--- config.mk ---
export PLATFORM = sky130hd
export DESIGN_NAME = sfs_supervisor
export DESIGN_NICKNAME = d
export VERILOG_FILES = /design/src/sfs_pkg.sv /design/src/sfs_pin_sync.sv /design/src/sfs_supervisor.sv
export SDC_FILE = /design/constraint.sdc
export NUM_CORES = 2
export LEC_CHECK = 0
export BUFFER_PORTS_ARGS = -buffer_cell sky130_fd_sc_hd__buf_2
export CORE_MARGIN = 1.5
export CORE_UTILIZATION = 58
export CTS_CLUSTER_DIAMETER = 60
export DETAILED_ROUTE_END_ITERATION = 16
export GPL_TIMING_DRIVEN = 0
export PLACE_DENSITY = 0.8
export SYNTH_ARGS = -nofsm -noshare
export SYNTH_HDL_FRONTEND = slang
export SYNTH_SLANG_ARGS = --single-unit
--- constraint.sdc ---
create_clock -name core_clk -period 9.2 [get_ports core_clk]
set_input_delay 1.38 -clock core_clk [delete_from_list [all_inputs] [get_ports core_clk]]
set_output_delay 1.38 -clock core_clk [all_outputs]
set_load 0.01 [all_outputs]
--- src/sfs_pkg.sv ---
// Package for the servo fault supervisor: register map, field positions,
// reset values and timing constants.
// Assumes a single 40 MHz core clock shared by every user of the package.
package sfs_pkg;

    // Register byte offsets on the Avalon-MM slave.
    localparam logic [5:0] REG_CTRL       = 6'h00;
    localparam logic [5:0] REG_STATUS     = 6'h04;
    localparam logic [5:0] REG_IRQ_STAT   = 6'h08;
    localparam logic [5:0] REG_IRQ_MASK   = 6'h0c;
    localparam logic [5:0] REG_STAT_BAND  = 6'h10;
    localparam logic [5:0] REG_DYN_RATIO  = 6'h14;
    localparam logic [5:0] REG_WARN_VEL   = 6'h18;
    localparam logic [5:0] REG_WARN_TIME  = 6'h1c;

    // Control register fields.
    localparam int CTRL_SW_EN     = 0;
    localparam int CTRL_MODE_LO   = 1;
    localparam int CTRL_BRAKE_FIT = 3;
    localparam int CTRL_FIELDBUS  = 4;
    localparam logic [4:0] CTRL_RST = 5'h00;

    // Operating modes held in the control register.
    localparam logic [1:0] MODE_VEL    = 2'h0;
    localparam logic [1:0] MODE_POS    = 2'h1;
    localparam logic [1:0] MODE_INTERP = 2'h2;

    // Interrupt status and mask bits.
    localparam int IRQ_SHORT   = 0;
    localparam int IRQ_OVOLT   = 1;
    localparam int IRQ_NONFTL  = 2;
    localparam int IRQ_POSWARN = 3;
    localparam int IRQ_VELWARN = 4;
    localparam int IRQ_OTHFTL  = 5;
    localparam int IRQ_W       = 6;

    // Dynamic ratio is unsigned with RATIO_FRAC fraction bits; RATIO_ONE is 100 percent.
    localparam int          RATIO_FRAC = 8;
    localparam logic [15:0] RATIO_ONE  = 16'h0100;
    localparam logic [31:0] BAND_RST   = 32'h0000_0000;
    localparam logic [31:0] WVEL_RST   = 32'h0000_0000;
    localparam logic [15:0] WTIME_RST  = 16'h0000;

    // Timing: millisecond tick and display blink half period.
    localparam int CLK_HZ     = 40_000_000;
    localparam int TICK_MS    = 1;
    localparam int MS_CYC     = CLK_HZ / 1000 * TICK_MS;
    localparam int BLINK_MS   = 250;

    typedef enum logic [1:0] {
        ST_OFF,
        ST_RUN,
        ST_DECEL,
        ST_FAULT
    } sfs_state_e;

endpackage : sfs_pkg

--- src/sfs_pin_sync.sv ---
// Three-stage synchroniser for asynchronous pin levels.
// Assumes the pins are slow levels; a change is accepted once stages two
// and three agree, so a single-cycle glitch after stage one is dropped.
`timescale 1ns/1ps
module sfs_pin_sync #(
    parameter int W = 1
) (
    // Clock and reset
    input  wire logic         core_clk,
    input  wire logic         rst,
    // Pin side
    input  wire logic [W-1:0] pin_in,
    // Core side
    output logic      [W-1:0] level_q
);

    logic [W-1:0] s1_r;
    logic [W-1:0] s2_r;
    logic [W-1:0] s3_r;
    logic [W-1:0] q_r;
    logic [W-1:0] q_nxt;

    always_comb begin
        for (int i = 0; i < W; i++) begin
            q_nxt[i] = (s2_r[i] == s3_r[i]) ? s3_r[i] : q_r[i];
        end
    end

    always_ff @(posedge core_clk or posedge rst) begin
        if (rst) begin
            s1_r <= '0;
            s2_r <= '0;
            s3_r <= '0;
            q_r  <= '0;
        end else begin
            s1_r <= pin_in;
            s2_r <= s1_r;
            s3_r <= s2_r;
            q_r  <= q_nxt;
        end
    end

    assign level_q = q_r;

endmodule : sfs_pin_sync

--- src/sfs_supervisor.sv ---
// Servo fault supervisor: fault classing, amplifier enable, latched fault
// codes, tracking warnings and an Avalon-MM register slave with interrupt.
// Assumes fault and enable pins are asynchronous; error and velocity inputs
// and the nonfatal/motor-stopped flags come from logic on core_clk.
//
// Contract
// Fatal fault stops amplifier switching at once, no controlled deceleration.
// Nonfatal fault: emergency-rate servo stop first, then amplifier disabled.
// Every fault ends with amplifier power removed; warnings never halt operation.
// With fieldbus or point motion in use, fault reaction engages fitted brake; code engages it only when the fieldbus bit is set.
// Warnings are reported but the drive keeps controlling, amplifier stays on.
// Short-circuit detection disables inverter and raises the short fault code.
// Short fault stays latched after current ceases, cleared only on re-enable.
// Bus over-voltage disables inverter, raises its code, latched until re-enable.
// Interpolation mode holds a programmable static position error band.
// A dynamic error ratio scales expected error; values below 100% allowed.
// Position tracking warning shown when error exceeds the allowed error.
// Velocity tracking monitoring also runs in position mode.
// Velocity warning flashes after error exceeds threshold for warning time.
// Operator asserts the hardware enable first, then the software enable.
// Tuning generator uses 5 revolutions, 10% rated speed, 10 s period.
// Operator disables the drive through enable input before mode change.
// Allowed error is static band plus ratio times expected error.
`timescale 1ns/1ps
module sfs_supervisor
    import sfs_pkg::*;
#(
    parameter int POS_W     = 32,
    parameter int VEL_W     = 32,
    parameter int MS_CYCLES = MS_CYC
) (
    // Clock and reset
    input  wire logic              core_clk,
    input  wire logic              rst,
    // Avalon-MM slave
    input  wire logic [5:0]        avs_address,
    input  wire logic              avs_read,
    input  wire logic              avs_write,
    input  wire logic [31:0]       avs_writedata,
    output logic      [31:0]       avs_readdata,
    output logic                   avs_waitrequest,
    output logic                   irq,
    // Pins and fault sources
    input  wire logic              enable_pin,
    input  wire logic              short_det_pin,
    input  wire logic              bus_ov_pin,
    input  wire logic              other_fatal_in,
    input  wire logic              nonfatal_in,
    input  wire logic              motor_stopped,
    // Tracking inputs
    input  wire logic [POS_W-1:0]  pos_error,
    input  wire logic [POS_W-1:0]  pos_expected,
    input  wire logic [VEL_W-1:0]  vel_cmd,
    input  wire logic [VEL_W-1:0]  vel_act,
    // Drive outputs
    output logic                   amp_en,
    output logic                   emerg_decel,
    output logic                   brake_engage,
    output logic                   amp_short_fault_code,
    output logic                   bus_overvolt_fault_code,
    output logic                   seg_pos_warn,
    output logic                   seg_vel_flash
);

    localparam int AW = POS_W + 16 - RATIO_FRAC + 1;

    function automatic logic [POS_W-1:0] mag_p(input logic [POS_W-1:0] v);
        mag_p = v[POS_W-1] ? POS_W'(-v) : v;
    endfunction : mag_p

    ////////////////////////////////////////////////////////////////////////////
    // Pin synchronisers.
    logic en_q;
    logic short_q;
    logic ovolt_q;

    sfs_pin_sync #(.W(3)) u_sync (
        .core_clk (core_clk),
        .rst      (rst),
        .pin_in   ({enable_pin, short_det_pin, bus_ov_pin}),
        .level_q  ({en_q, short_q, ovolt_q})
    );

    ////////////////////////////////////////////////////////////////////////////
    // Registers and bus slave.
    logic [4:0]        ctrl_r,  ctrl_nxt;
    logic [IRQ_W-1:0]  ist_r,   ist_nxt;
    logic [IRQ_W-1:0]  imask_r, imask_nxt;
    logic [31:0]       band_r,  band_nxt;
    logic [15:0]       ratio_r, ratio_nxt;
    logic [31:0]       wvel_r,  wvel_nxt;
    logic [15:0]       wtime_r, wtime_nxt;
    logic              wait_r,  wait_nxt;
    logic [31:0]       rdata_r, rdata_nxt;
    logic              irq_r,   irq_nxt;
    logic [IRQ_W-1:0]  ev;
    logic              wr_go;
    logic [1:0]        mode;
    sfs_state_e        st_r, st_nxt;
    logic              short_r, ovolt_r, posw_r, velw_r;

    assign wr_go = avs_write && !wait_r;
    assign mode  = ctrl_r[CTRL_MODE_LO +: 2];

    always_comb begin
        ctrl_nxt  = ctrl_r;
        imask_nxt = imask_r;
        band_nxt  = band_r;
        ratio_nxt = ratio_r;
        wvel_nxt  = wvel_r;
        wtime_nxt = wtime_r;
        // Acknowledge every request one cycle after it is seen.
        wait_nxt  = !((avs_read || avs_write) && wait_r);
        rdata_nxt = rdata_r;
        // Hardware set wins over a write-one-to-clear in the same cycle.
        ist_nxt   = (ist_r & ~(wr_go && avs_address == REG_IRQ_STAT
                               ? avs_writedata[IRQ_W-1:0] : '0)) | ev;
        if (wr_go) begin
            case (avs_address)
                REG_CTRL:      ctrl_nxt  = avs_writedata[4:0];
                REG_IRQ_MASK:  imask_nxt = avs_writedata[IRQ_W-1:0];
                REG_STAT_BAND: band_nxt  = avs_writedata;
                REG_DYN_RATIO: ratio_nxt = avs_writedata[15:0];
                REG_WARN_VEL:  wvel_nxt  = avs_writedata;
                REG_WARN_TIME: wtime_nxt = avs_writedata[15:0];
                default:       ;
            endcase
        end
        if ((avs_read || avs_write) && wait_r) begin
            case (avs_address)
                REG_CTRL:      rdata_nxt = {27'h0, ctrl_r};
                REG_STATUS:    rdata_nxt = {24'h0, en_q, amp_en, velw_r, posw_r,
                                            ovolt_r, short_r, st_r};
                REG_IRQ_STAT:  rdata_nxt = {26'h0, ist_r};
                REG_IRQ_MASK:  rdata_nxt = {26'h0, imask_r};
                REG_STAT_BAND: rdata_nxt = band_r;
                REG_DYN_RATIO: rdata_nxt = {16'h0, ratio_r};
                REG_WARN_VEL:  rdata_nxt = wvel_r;
                REG_WARN_TIME: rdata_nxt = {16'h0, wtime_r};
                default:       rdata_nxt = 32'h0;
            endcase
        end
        irq_nxt = |(ist_nxt & imask_r);
    end

    always_ff @(posedge core_clk or posedge rst) begin
        if (rst) begin
            ctrl_r  <= CTRL_RST;
            ist_r   <= '0;
            imask_r <= '0;
            band_r  <= BAND_RST;
            ratio_r <= RATIO_ONE;
            wvel_r  <= WVEL_RST;
            wtime_r <= WTIME_RST;
            wait_r  <= 1'b1;
            rdata_r <= 32'h0;
            irq_r   <= 1'b0;
        end else begin
            ctrl_r  <= ctrl_nxt;
            ist_r   <= ist_nxt;
            imask_r <= imask_nxt;
            band_r  <= band_nxt;
            ratio_r <= ratio_nxt;
            wvel_r  <= wvel_nxt;
            wtime_r <= wtime_nxt;
            wait_r  <= wait_nxt;
            rdata_r <= rdata_nxt;
            irq_r   <= irq_nxt;
        end
    end

    assign avs_readdata    = rdata_r;
    assign avs_waitrequest = wait_r;
    assign irq             = irq_r;

    ////////////////////////////////////////////////////////////////////////////
    // Fault state machine and latched fault codes.
    logic en_req, en_d_r, en_rise, fatal;
    logic short_nxt, ovolt_nxt, amp_r, amp_nxt, decel_r, decel_nxt;
    logic brake_r, brake_nxt;

    assign en_req  = en_q && ctrl_r[CTRL_SW_EN];
    assign en_rise = en_req && !en_d_r;
    // Fatal sources act on the live level so switching stops at once.
    assign fatal   = short_q || ovolt_q || other_fatal_in;

    always_comb begin
        st_nxt    = st_r;
        // A live fault level sets again, so re-enabling into a fault relatches.
        short_nxt = short_q || (short_r && !en_rise);
        ovolt_nxt = ovolt_q || (ovolt_r && !en_rise);
        case (st_r)
            ST_OFF:   if (en_rise) st_nxt = ST_RUN;
            ST_RUN: begin
                if (fatal)            st_nxt = ST_FAULT;
                else if (nonfatal_in) st_nxt = ST_DECEL;
                else if (!en_req)     st_nxt = ST_OFF;
            end
            ST_DECEL: begin
                if (fatal || motor_stopped) st_nxt = ST_FAULT;
            end
            ST_FAULT: if (!en_req) st_nxt = ST_OFF;
            default:  st_nxt = ST_OFF;
        endcase
        // Warnings never enter this decision, so they cannot halt the drive.
        amp_nxt   = (st_nxt == ST_RUN) || (st_nxt == ST_DECEL);
        decel_nxt = (st_nxt == ST_DECEL);
        brake_nxt = (st_nxt == ST_FAULT) && ctrl_r[CTRL_BRAKE_FIT]
                    && ctrl_r[CTRL_FIELDBUS];
    end

    always_ff @(posedge core_clk or posedge rst) begin
        if (rst) begin
            st_r    <= ST_OFF;
            en_d_r  <= 1'b0;
            short_r <= 1'b0;
            ovolt_r <= 1'b0;
            amp_r   <= 1'b0;
            decel_r <= 1'b0;
            brake_r <= 1'b0;
        end else begin
            st_r    <= st_nxt;
            en_d_r  <= en_req;
            short_r <= short_nxt;
            ovolt_r <= ovolt_nxt;
            amp_r   <= amp_nxt;
            decel_r <= decel_nxt;
            brake_r <= brake_nxt;
        end
    end

    assign amp_en                  = amp_r;
    assign emerg_decel             = decel_r;
    assign brake_engage            = brake_r;
    assign amp_short_fault_code    = short_r;
    assign bus_overvolt_fault_code = ovolt_r;

    ////////////////////////////////////////////////////////////////////////////
    // Tracking monitors with a millisecond enable and display blink.
    logic [31:0]      msc_r, msc_nxt;
    logic             tick_r, tick_nxt;
    logic [15:0]      blc_r, blc_nxt, vcnt_r, vcnt_nxt;
    logic             blink_r, blink_nxt, vel_over, posw_nxt, velw_nxt;
    logic             flash_r, flash_nxt;
    logic [AW-1:0]    allowed;
    logic [VEL_W:0]   verr;
    logic [VEL_W:0]   verr_mag;

    always_comb begin
        allowed  = AW'(band_r[POS_W-1:0]) + AW'(((POS_W+16)'(ratio_r)
                 * (POS_W+16)'(mag_p(pos_expected))) >> RATIO_FRAC);
        verr     = {vel_cmd[VEL_W-1], vel_cmd} - {vel_act[VEL_W-1], vel_act};
        verr_mag = verr[VEL_W] ? (VEL_W+1)'(-verr) : verr;
        vel_over = (mode == MODE_VEL || mode == MODE_POS)
                   && (verr_mag > {1'b0, wvel_r[VEL_W-1:0]});
        tick_nxt = (msc_r == 32'(MS_CYCLES - 1));
        msc_nxt  = tick_nxt ? 32'h0 : msc_r + 32'h1;
        blc_nxt  = blc_r;
        blink_nxt = blink_r;
        if (tick_r) begin
            blc_nxt = (blc_r == 16'(BLINK_MS - 1)) ? 16'h0 : blc_r + 16'h1;
            if (blc_r == 16'(BLINK_MS - 1)) blink_nxt = !blink_r;
        end
        vcnt_nxt = !vel_over ? 16'h0
                 : (tick_r && vcnt_r != 16'hffff) ? vcnt_r + 16'h1 : vcnt_r;
        velw_nxt  = vel_over && (vcnt_r >= wtime_r);
        flash_nxt = velw_r && blink_r;
        posw_nxt  = (mode == MODE_INTERP)
                    && (AW'(mag_p(pos_error)) > allowed);
        ev = '0;
        ev[IRQ_SHORT]   = short_q && !short_r;
        ev[IRQ_OVOLT]   = ovolt_q && !ovolt_r;
        ev[IRQ_NONFTL]  = (st_r == ST_RUN) && (st_nxt == ST_DECEL);
        ev[IRQ_POSWARN] = posw_nxt && !posw_r;
        ev[IRQ_VELWARN] = velw_nxt && !velw_r;
        ev[IRQ_OTHFTL]  = other_fatal_in && (st_r != ST_FAULT) && (st_r != ST_OFF);
    end

    always_ff @(posedge core_clk or posedge rst) begin
        if (rst) begin
            msc_r   <= 32'h0;
            tick_r  <= 1'b0;
            blc_r   <= 16'h0;
            blink_r <= 1'b0;
            vcnt_r  <= 16'h0;
            velw_r  <= 1'b0;
            posw_r  <= 1'b0;
            flash_r <= 1'b0;
        end else begin
            msc_r   <= msc_nxt;
            tick_r  <= tick_nxt;
            blc_r   <= blc_nxt;
            blink_r <= blink_nxt;
            vcnt_r  <= vcnt_nxt;
            velw_r  <= velw_nxt;
            posw_r  <= posw_nxt;
            flash_r <= flash_nxt;
        end
    end

    assign seg_pos_warn  = posw_r;
    assign seg_vel_flash = flash_r;
endmodule : sfs_supervisor

# --- Word level (Yosys, flattened, before mapping) ---
# Cells that the tools add are included.
op_classes:
  bitwise_logic: 4
  n_eq_ne: 23
  addsub: 8
  n_reduce_logical: 50
  order_cmp: 3
  n_mux: 15
  n_mul: 1
ops:
  columns: ["op", "n"]
  rows:
  - ["$pmux W32 S8", 1]
  - ["$mux W32", 3]
  - ["$neg A32 Y32", 2]
  - ["$mul A16 B32 Y48", 1]
  - ["$mux W16", 3]
  - ["$add A32 B40 Y41", 1]
  - ["$gt A32 B41 Y1", 1]
  - ["$gt A33 B32 Y1", 1]
  - ["$mux W33", 1]
  - ["$neg A33 Y33", 1]
  - ["$sub A32 B32 Y33", 1]
  - ["$add A16 B1 Y16 const B", 2]
  - ["$add A32 B1 Y32 const B", 1]
  - ["$eq A32 B16 Y1 const B", 1]
  - ["$eq A6 B5 Y1 const B", 4]
  - ["$logic_and A1 B1 Y1", 21]
  - ["$eq A16 B8 Y1 const B", 1]
  - ["$ge A16 B16 Y1", 1]
  - ["$ne A16 B16 Y1 const B", 1]
  - ["$reduce_and A2 Y1", 7]
  - ["$and A6 B6 Y6", 2]
  - ["$eq A6 B4 Y1 const B", 2]
  - ["$eq A2 B2 Y1 const B", 5]
  - ["$mux W2", 5]
  - ["15 further kinds", 35]
totals:
  inputBits: 176
  out_inout_bits: 41
  word_cells: 135
  regBits: 236

# --- Longest topological paths before layout ---
depth:
  word_depth: 10
  mapped_depth: 53
  depth_no_buf: 50

# --- By module ---
# From an unflattened synthesis, not the netlist that was laid out.
unflattened:
  hier_cells: 3838
  hier_area_um2: 33706.1
by_module_without_submodules:
  columns: ["module", "area_each_um2", "seq_area_each_um2", "cells_per_inst", "n_inst"]
  rows:
  - ["sfs_supervisor", 33368.3, 5607.9, 3822, 1]
  - ["sfs_pin_sync", 337.8, 300.3, 16, 1]

# --- Worst setup path after synthesis ---
# No wires, ideal clock.
synth_path:
  kind: "input to register"
  from: "in pos_expected[5]"
  to: "reg irq_r (netlist: irq)"
  setup_time_ps: 65
  t_arrival_ps: 12634
  slack_ps: -3499
  path_buffers: 2
  cell_stages: 47
  required_time_ps: 9135
  cell_sequence: "or4_4 > or3_4 > or3_1 > inv_1 > nand2_1 > or4_4 > or4_4 > o21ai_0 > xnor2_1 > clkbuf_1 > nand2_1 > fa_1 > fa_1 > fa_1 > inv_1 > fa_1 > fa_1 > inv_1 > (+11 left out) > and3_1 > a311o_1 > a41oi_1 > o21bai_1 > a21oi_1 > o21bai_1 > a21o_1 > a21o_1 > a21oi_1 > xor2_1 > ha_1 > nand3_1 > o21ai_0 > o2111ai_1 > a21oi_1 > nand3b_1 > nor4b_1 > a211o_1"
synth_via:
  elab_chain_len: 10
synth_rtl:
  columns: ["element", "line_no", "text"]
  rows:
  - ["start: declaration", "sfs_supervisor.sv:52", "input wire logic [POS_W-1:0] pos_expected,"]
  - ["$neg A32 Y32", "sfs_supervisor.sv:68", "mag_p = v[POS_W-1] ? POS_W'(-v) : v;"]
  - ["$mux W32 (*)", "sfs_supervisor.sv:68", null]
  - ["$mul A16 B32 Y48 (*)", "sfs_supervisor.sv:251", "* (POS_W+16)'(mag_p(pos_expected))) >> RATIO_FRAC);"]
  - ["$add A32 B40 Y41 (*)", "sfs_supervisor.sv:250", "allowed = AW'(band_r[POS_W-1:0]) + AW'(((POS_W+16)'(ratio_r)"]
  - ["$gt A32 B41 Y1 (*)", "sfs_supervisor.sv:269", "&& (AW'(mag_p(pos_error)) > allowed);"]
  - ["$logic_and A1 B1 Y1 (*)", "sfs_supervisor.sv:269", null]
  - ["$logic_and A1 B1 Y1 (*)", "sfs_supervisor.sv:274", "ev[IRQ_POSWARN] = posw_nxt && !posw_r;"]
  - ["$or A6 B6 Y6 (*)", "sfs_supervisor.sv:117", "? avs_writedata[IRQ_W-1:0] : '0)) | ev;"]
  - ["$and A6 B6 Y6 (*)", "sfs_supervisor.sv:143", "irq_nxt = |(ist_nxt & imask_r);"]
  - ["$reduce_or A6 Y1 (*)", "sfs_supervisor.sv:143", null]
  - ["via irq_nxt", "sfs_supervisor.sv:95", "logic irq_r, irq_nxt;"]
  - ["end signal: assignment", "sfs_supervisor.sv:168", "irq_r <= irq_nxt;"]
  - ["end: declaration", "sfs_supervisor.sv:95", null]
# Mark *: on every way through the listed nets, which the timed path passes. The rest lies on a longest branch.
# A chain may end at the register's enable or synchronous reset.

# --- Final worst setup path ---
# Ends and elaborated chain as after synthesis.

==> results.cfg <==
[clock_tree]
post_cts_hold_buffer_count = 0
worst_setup_hold_path_clk_slew_ps = 70
clock-root-buffer = clkbuf_16
numCtsBuffers = 25
clockBufferDepth = 3
worstSkewPairLatency_ps = 560
cts_tree = built
cts.sinks = 236
htree_num_levels = 1

[floorplanning]
ios = 217
core_area_sq_mm = 0.0575
die_area_sq_mm = 0.0593
die-height_microns = 244
initial_core_util = 0.584
die_width_microns = 244
row_count = 88

[global_routing]
grt_antenna_before_repair = 28
grt_remaining_overflow = 0
grt_start_max_net_pins = 125
grt_first_pass_wirelength_mm = 156
number_of_global_route_vias_before_repair = 28800
grt_usage = 0.334

[sta]
slew_violations = 0
max_clock_freq_mhz = 78.3
finalSetupViolations = 3
finalSetupTns_ps = -10300
timing.max_slew.rel_slack = 0.231
post-route-period-util = 1.39
final.hold.worst_slack_ps = 341
worstMarginPinSlew_ps = 1140
clock_skew_ps = 20.7
timing.final.crit_period_ps = 12760
hold_viol_final = 0
timing.final.ws_setup_ps = -3560
grt_setup_unrepaired = yes

[synth]
async_reset_ff_frac = 1.00
dominantRegCellSynth = dfrtp_1
cell_type_with_the_highest_aggregate_area_in_the_netlist = fa_1
number_of_flops_mapped_to_enable_cells_by_yosys = 0
ys_ff_latch = 236
netlist-cell-type-count = 87
synth-seq-area-share = 0.176
synth_nets = 4655
synth_top_cell_area_share = 0.250
syn-instance-count = 3790
yosys-top-cells-area = fa_1 25%, dfrtp_1 17%, ha_1 10%
synthesis.area_sq_mm = 0.0336
syn_area_per_cell_sq_um = 8.86
yosys_warnings = 0

[drt]
wl_mm = 98.3
detailroute.wirelength.met3_mm = 9.93
detail_route.vias_per_cell = 5.87
drt-wirelength-per-cell_microns = 20.1
dr.first_iter.drc_count = 2577
ant_nets = 0
route.layer.met1.wl_mm = 37.5
num_vias = 28600
drc = 0
routed-wl-met2_mm = 45.2
drt-pass1-iter-count = 5
topRoutingLayerUsed = met5

[final_layout]
most_common_cell_after_layout_fill_and_taps_aside = inv_1
fillcell_total = 4573
post_route_cells_drive_above_1_share = 0.145
synthToLayoutAreaGrowth_pct = 12.8
layout_common_cells = 561 x inv_1, 512 x nand2_1, 416 x fa_1
regArea_sq_mm = 0.00591
final_cell_count_no_fill = 4881
nNetsFinal = 4946
multiInputGateArea_sq_mm = 0.0256

[pwr]
cellLeakagePower_nw = 18.6
worst_ir_drop_vdd_v = 0.000195
cellPowerDensity_mw_per_mm2 = 195

[min_path]
min-delay-path-class = flip-flop to flip-flop
timing.hold.worst.start = u_sync.s1_r[0]$_DFF_PP0_

[critical_path]
regToRegStartpoint = ratio_r[8]$_DFFE_PP1P_
critical_path.startpoint = pos_expected[5]
cp_slowest_cell = or4_4
crit_required_ps = 9690
worst_path_largest_cell_delay_ps = 630
cpMostUsedCell = fa_1
worstSetupPathType = primary input to flip-flop
end_kind = flip-flop
cp_max_fo = 7
critical_path_startpoint_category = primary input
worst_ep_arrival_time_ps = 13260

[status]
violations = negative setup slack
run_status = finished with violations

[placed_design]
place_hpwl_mm = 78.8
port-buffer-count = 214
gpl.final_weighted_congestion = 0.994
dpl.cell_count = 4770

[job]
max-cap-violations = 0
==> worst paths after layout <==
kind / slack [ps] / endpoint / depth (start not counted)
hold reg to reg: 340 / u_sync.s2_r[0]$_DFF_PP0_ / 0
max in group asynchronous: 7080 / wvel_r[29]$_DFFE_PP0P_ / 3
hold / removal: 340 / u_sync.s2_r[0]$_DFF_PP0_ / 0
setup reg to reg: -2090 / irq$_DFF_PP0_ / 46
min in group asynchronous: 980 / u_sync.level_q[0]$_DFFE_PP0N_ / 2
setup / recovery: -3560 / irq$_DFF_PP0_ / 49
==> final cells by class <==
class                   instances  area share
flip-flops and latches        236       0.156
multi-input cells            2827       0.677
diodes                         16     0.00106
inverters                     568      0.0565
well taps                     765      0.0253
clock buffers                  26      0.0169
repair buffers                275      0.0417
clock inverters                20     0.00641
plain buffers                 148      0.0190
==> metrics by stage <==
stage / util / area, sq um / total power (W) / worst slack (ps)
after floorplan: - / 33700 / 0.00465 / -2950
after global placement: 0.622 / 35800 / 0.00575 / -5100
after detailed placement: 0.623 / 35800 / 0.00582 / -5170
after CTS: 0.649 / 37300 / 0.00711 / -3410
after global routing: 0.658 / 37800 / 0.00801 / -3890
final: 0.659 / 37900 / 0.00738 / -3560
==> per-layer routing <==
| metal | vias to the layer above | global-route usage |
|---|---|---|
| li1 | 13000 | - |
| met1 | 13900 | 0.419 |
| met2 | 1393 | 0.545 |
| met3 | 309 | 0.0885 |
| met4 | 30 | 0.148 |
| met5 | - | 0 |
==> timing repair <==
action                     CTS  global route
pin swaps                   37            26
setup endpoints to repair    3             3
resized for setup           90            97
buffers inserted            33            27
==> flip-flops by register name, indices dropped and copies added (netlist names), 5 cells and up <==
name / count
imask_r: 6
wtime_r: 16
band_r: 32
wvel_r: 32
ctrl_r: 5
msc_r: 32
vcnt_r: 16
ratio_r: 16
ist_r: 6
blc_r: 16
avs_readdata: 32
==> cell families after synthesis <==
group	share of synthesized area
simple gates	0.172
buf+inv	0.0821
fa+ha+maj	0.351
compound gates	0.119
xor+xnor	0.0641
flops	0.176
mux	0.0349
==> synthesized netlist by cell type, drive strengths merged, types with 5 or more instances <==
library cell,n
inv,568
a211oi,11
nand4,52
buf,22
mux2,92
clkbuf,137
a211o,7
fa,419
a221oi,17
nand2,522
o21ai,149
o22ai,5
nor2b,28
a22oi,37
o21bai,16
and3,22
or2,6
o31ai,28
a2111oi,5
nor4b,5
nand2b,30
nand3,56
mux2i,9
o41ai,14
xnor2,171
a21oi,148
xor2,74
or3,23
nor3,34
or4,14
nor4,25
a41oi,6
a31oi,13
a21o,68
o211ai,8
and4,9
ha,270
nor2,134
a22o,16
and2,206
dfrtp,234
o21a,22
==> report_power, final <==
| group | leakage, nW | internal [W] | switching [W] | total [W] |
|---|---|---|---|---|
| Sequential | 3.11 | 0.00110 | 0.0000746 | 0.00118 |
| Clock | 0.420 | 0.000606 | 0.000465 | 0.00107 |
| Combinational | 15.0 | 0.00208 | 0.00306 | 0.00513 |
| Total | 18.6 | 0.00378 | 0.00360 | 0.00738 |
==> critical path: cells and delay by family <==
family / cells / cell delay (ps)
adders and majority gates: 9 / 4220
and+or+nand+nor: 14 / 3600
AOI/OAI and AO/OA: 14 / 2420
buffers and inverters: 9 / 1020
xor gates and xnor gates: 3 / 570
No activity file was read; power rests on OpenSTA's default activity.
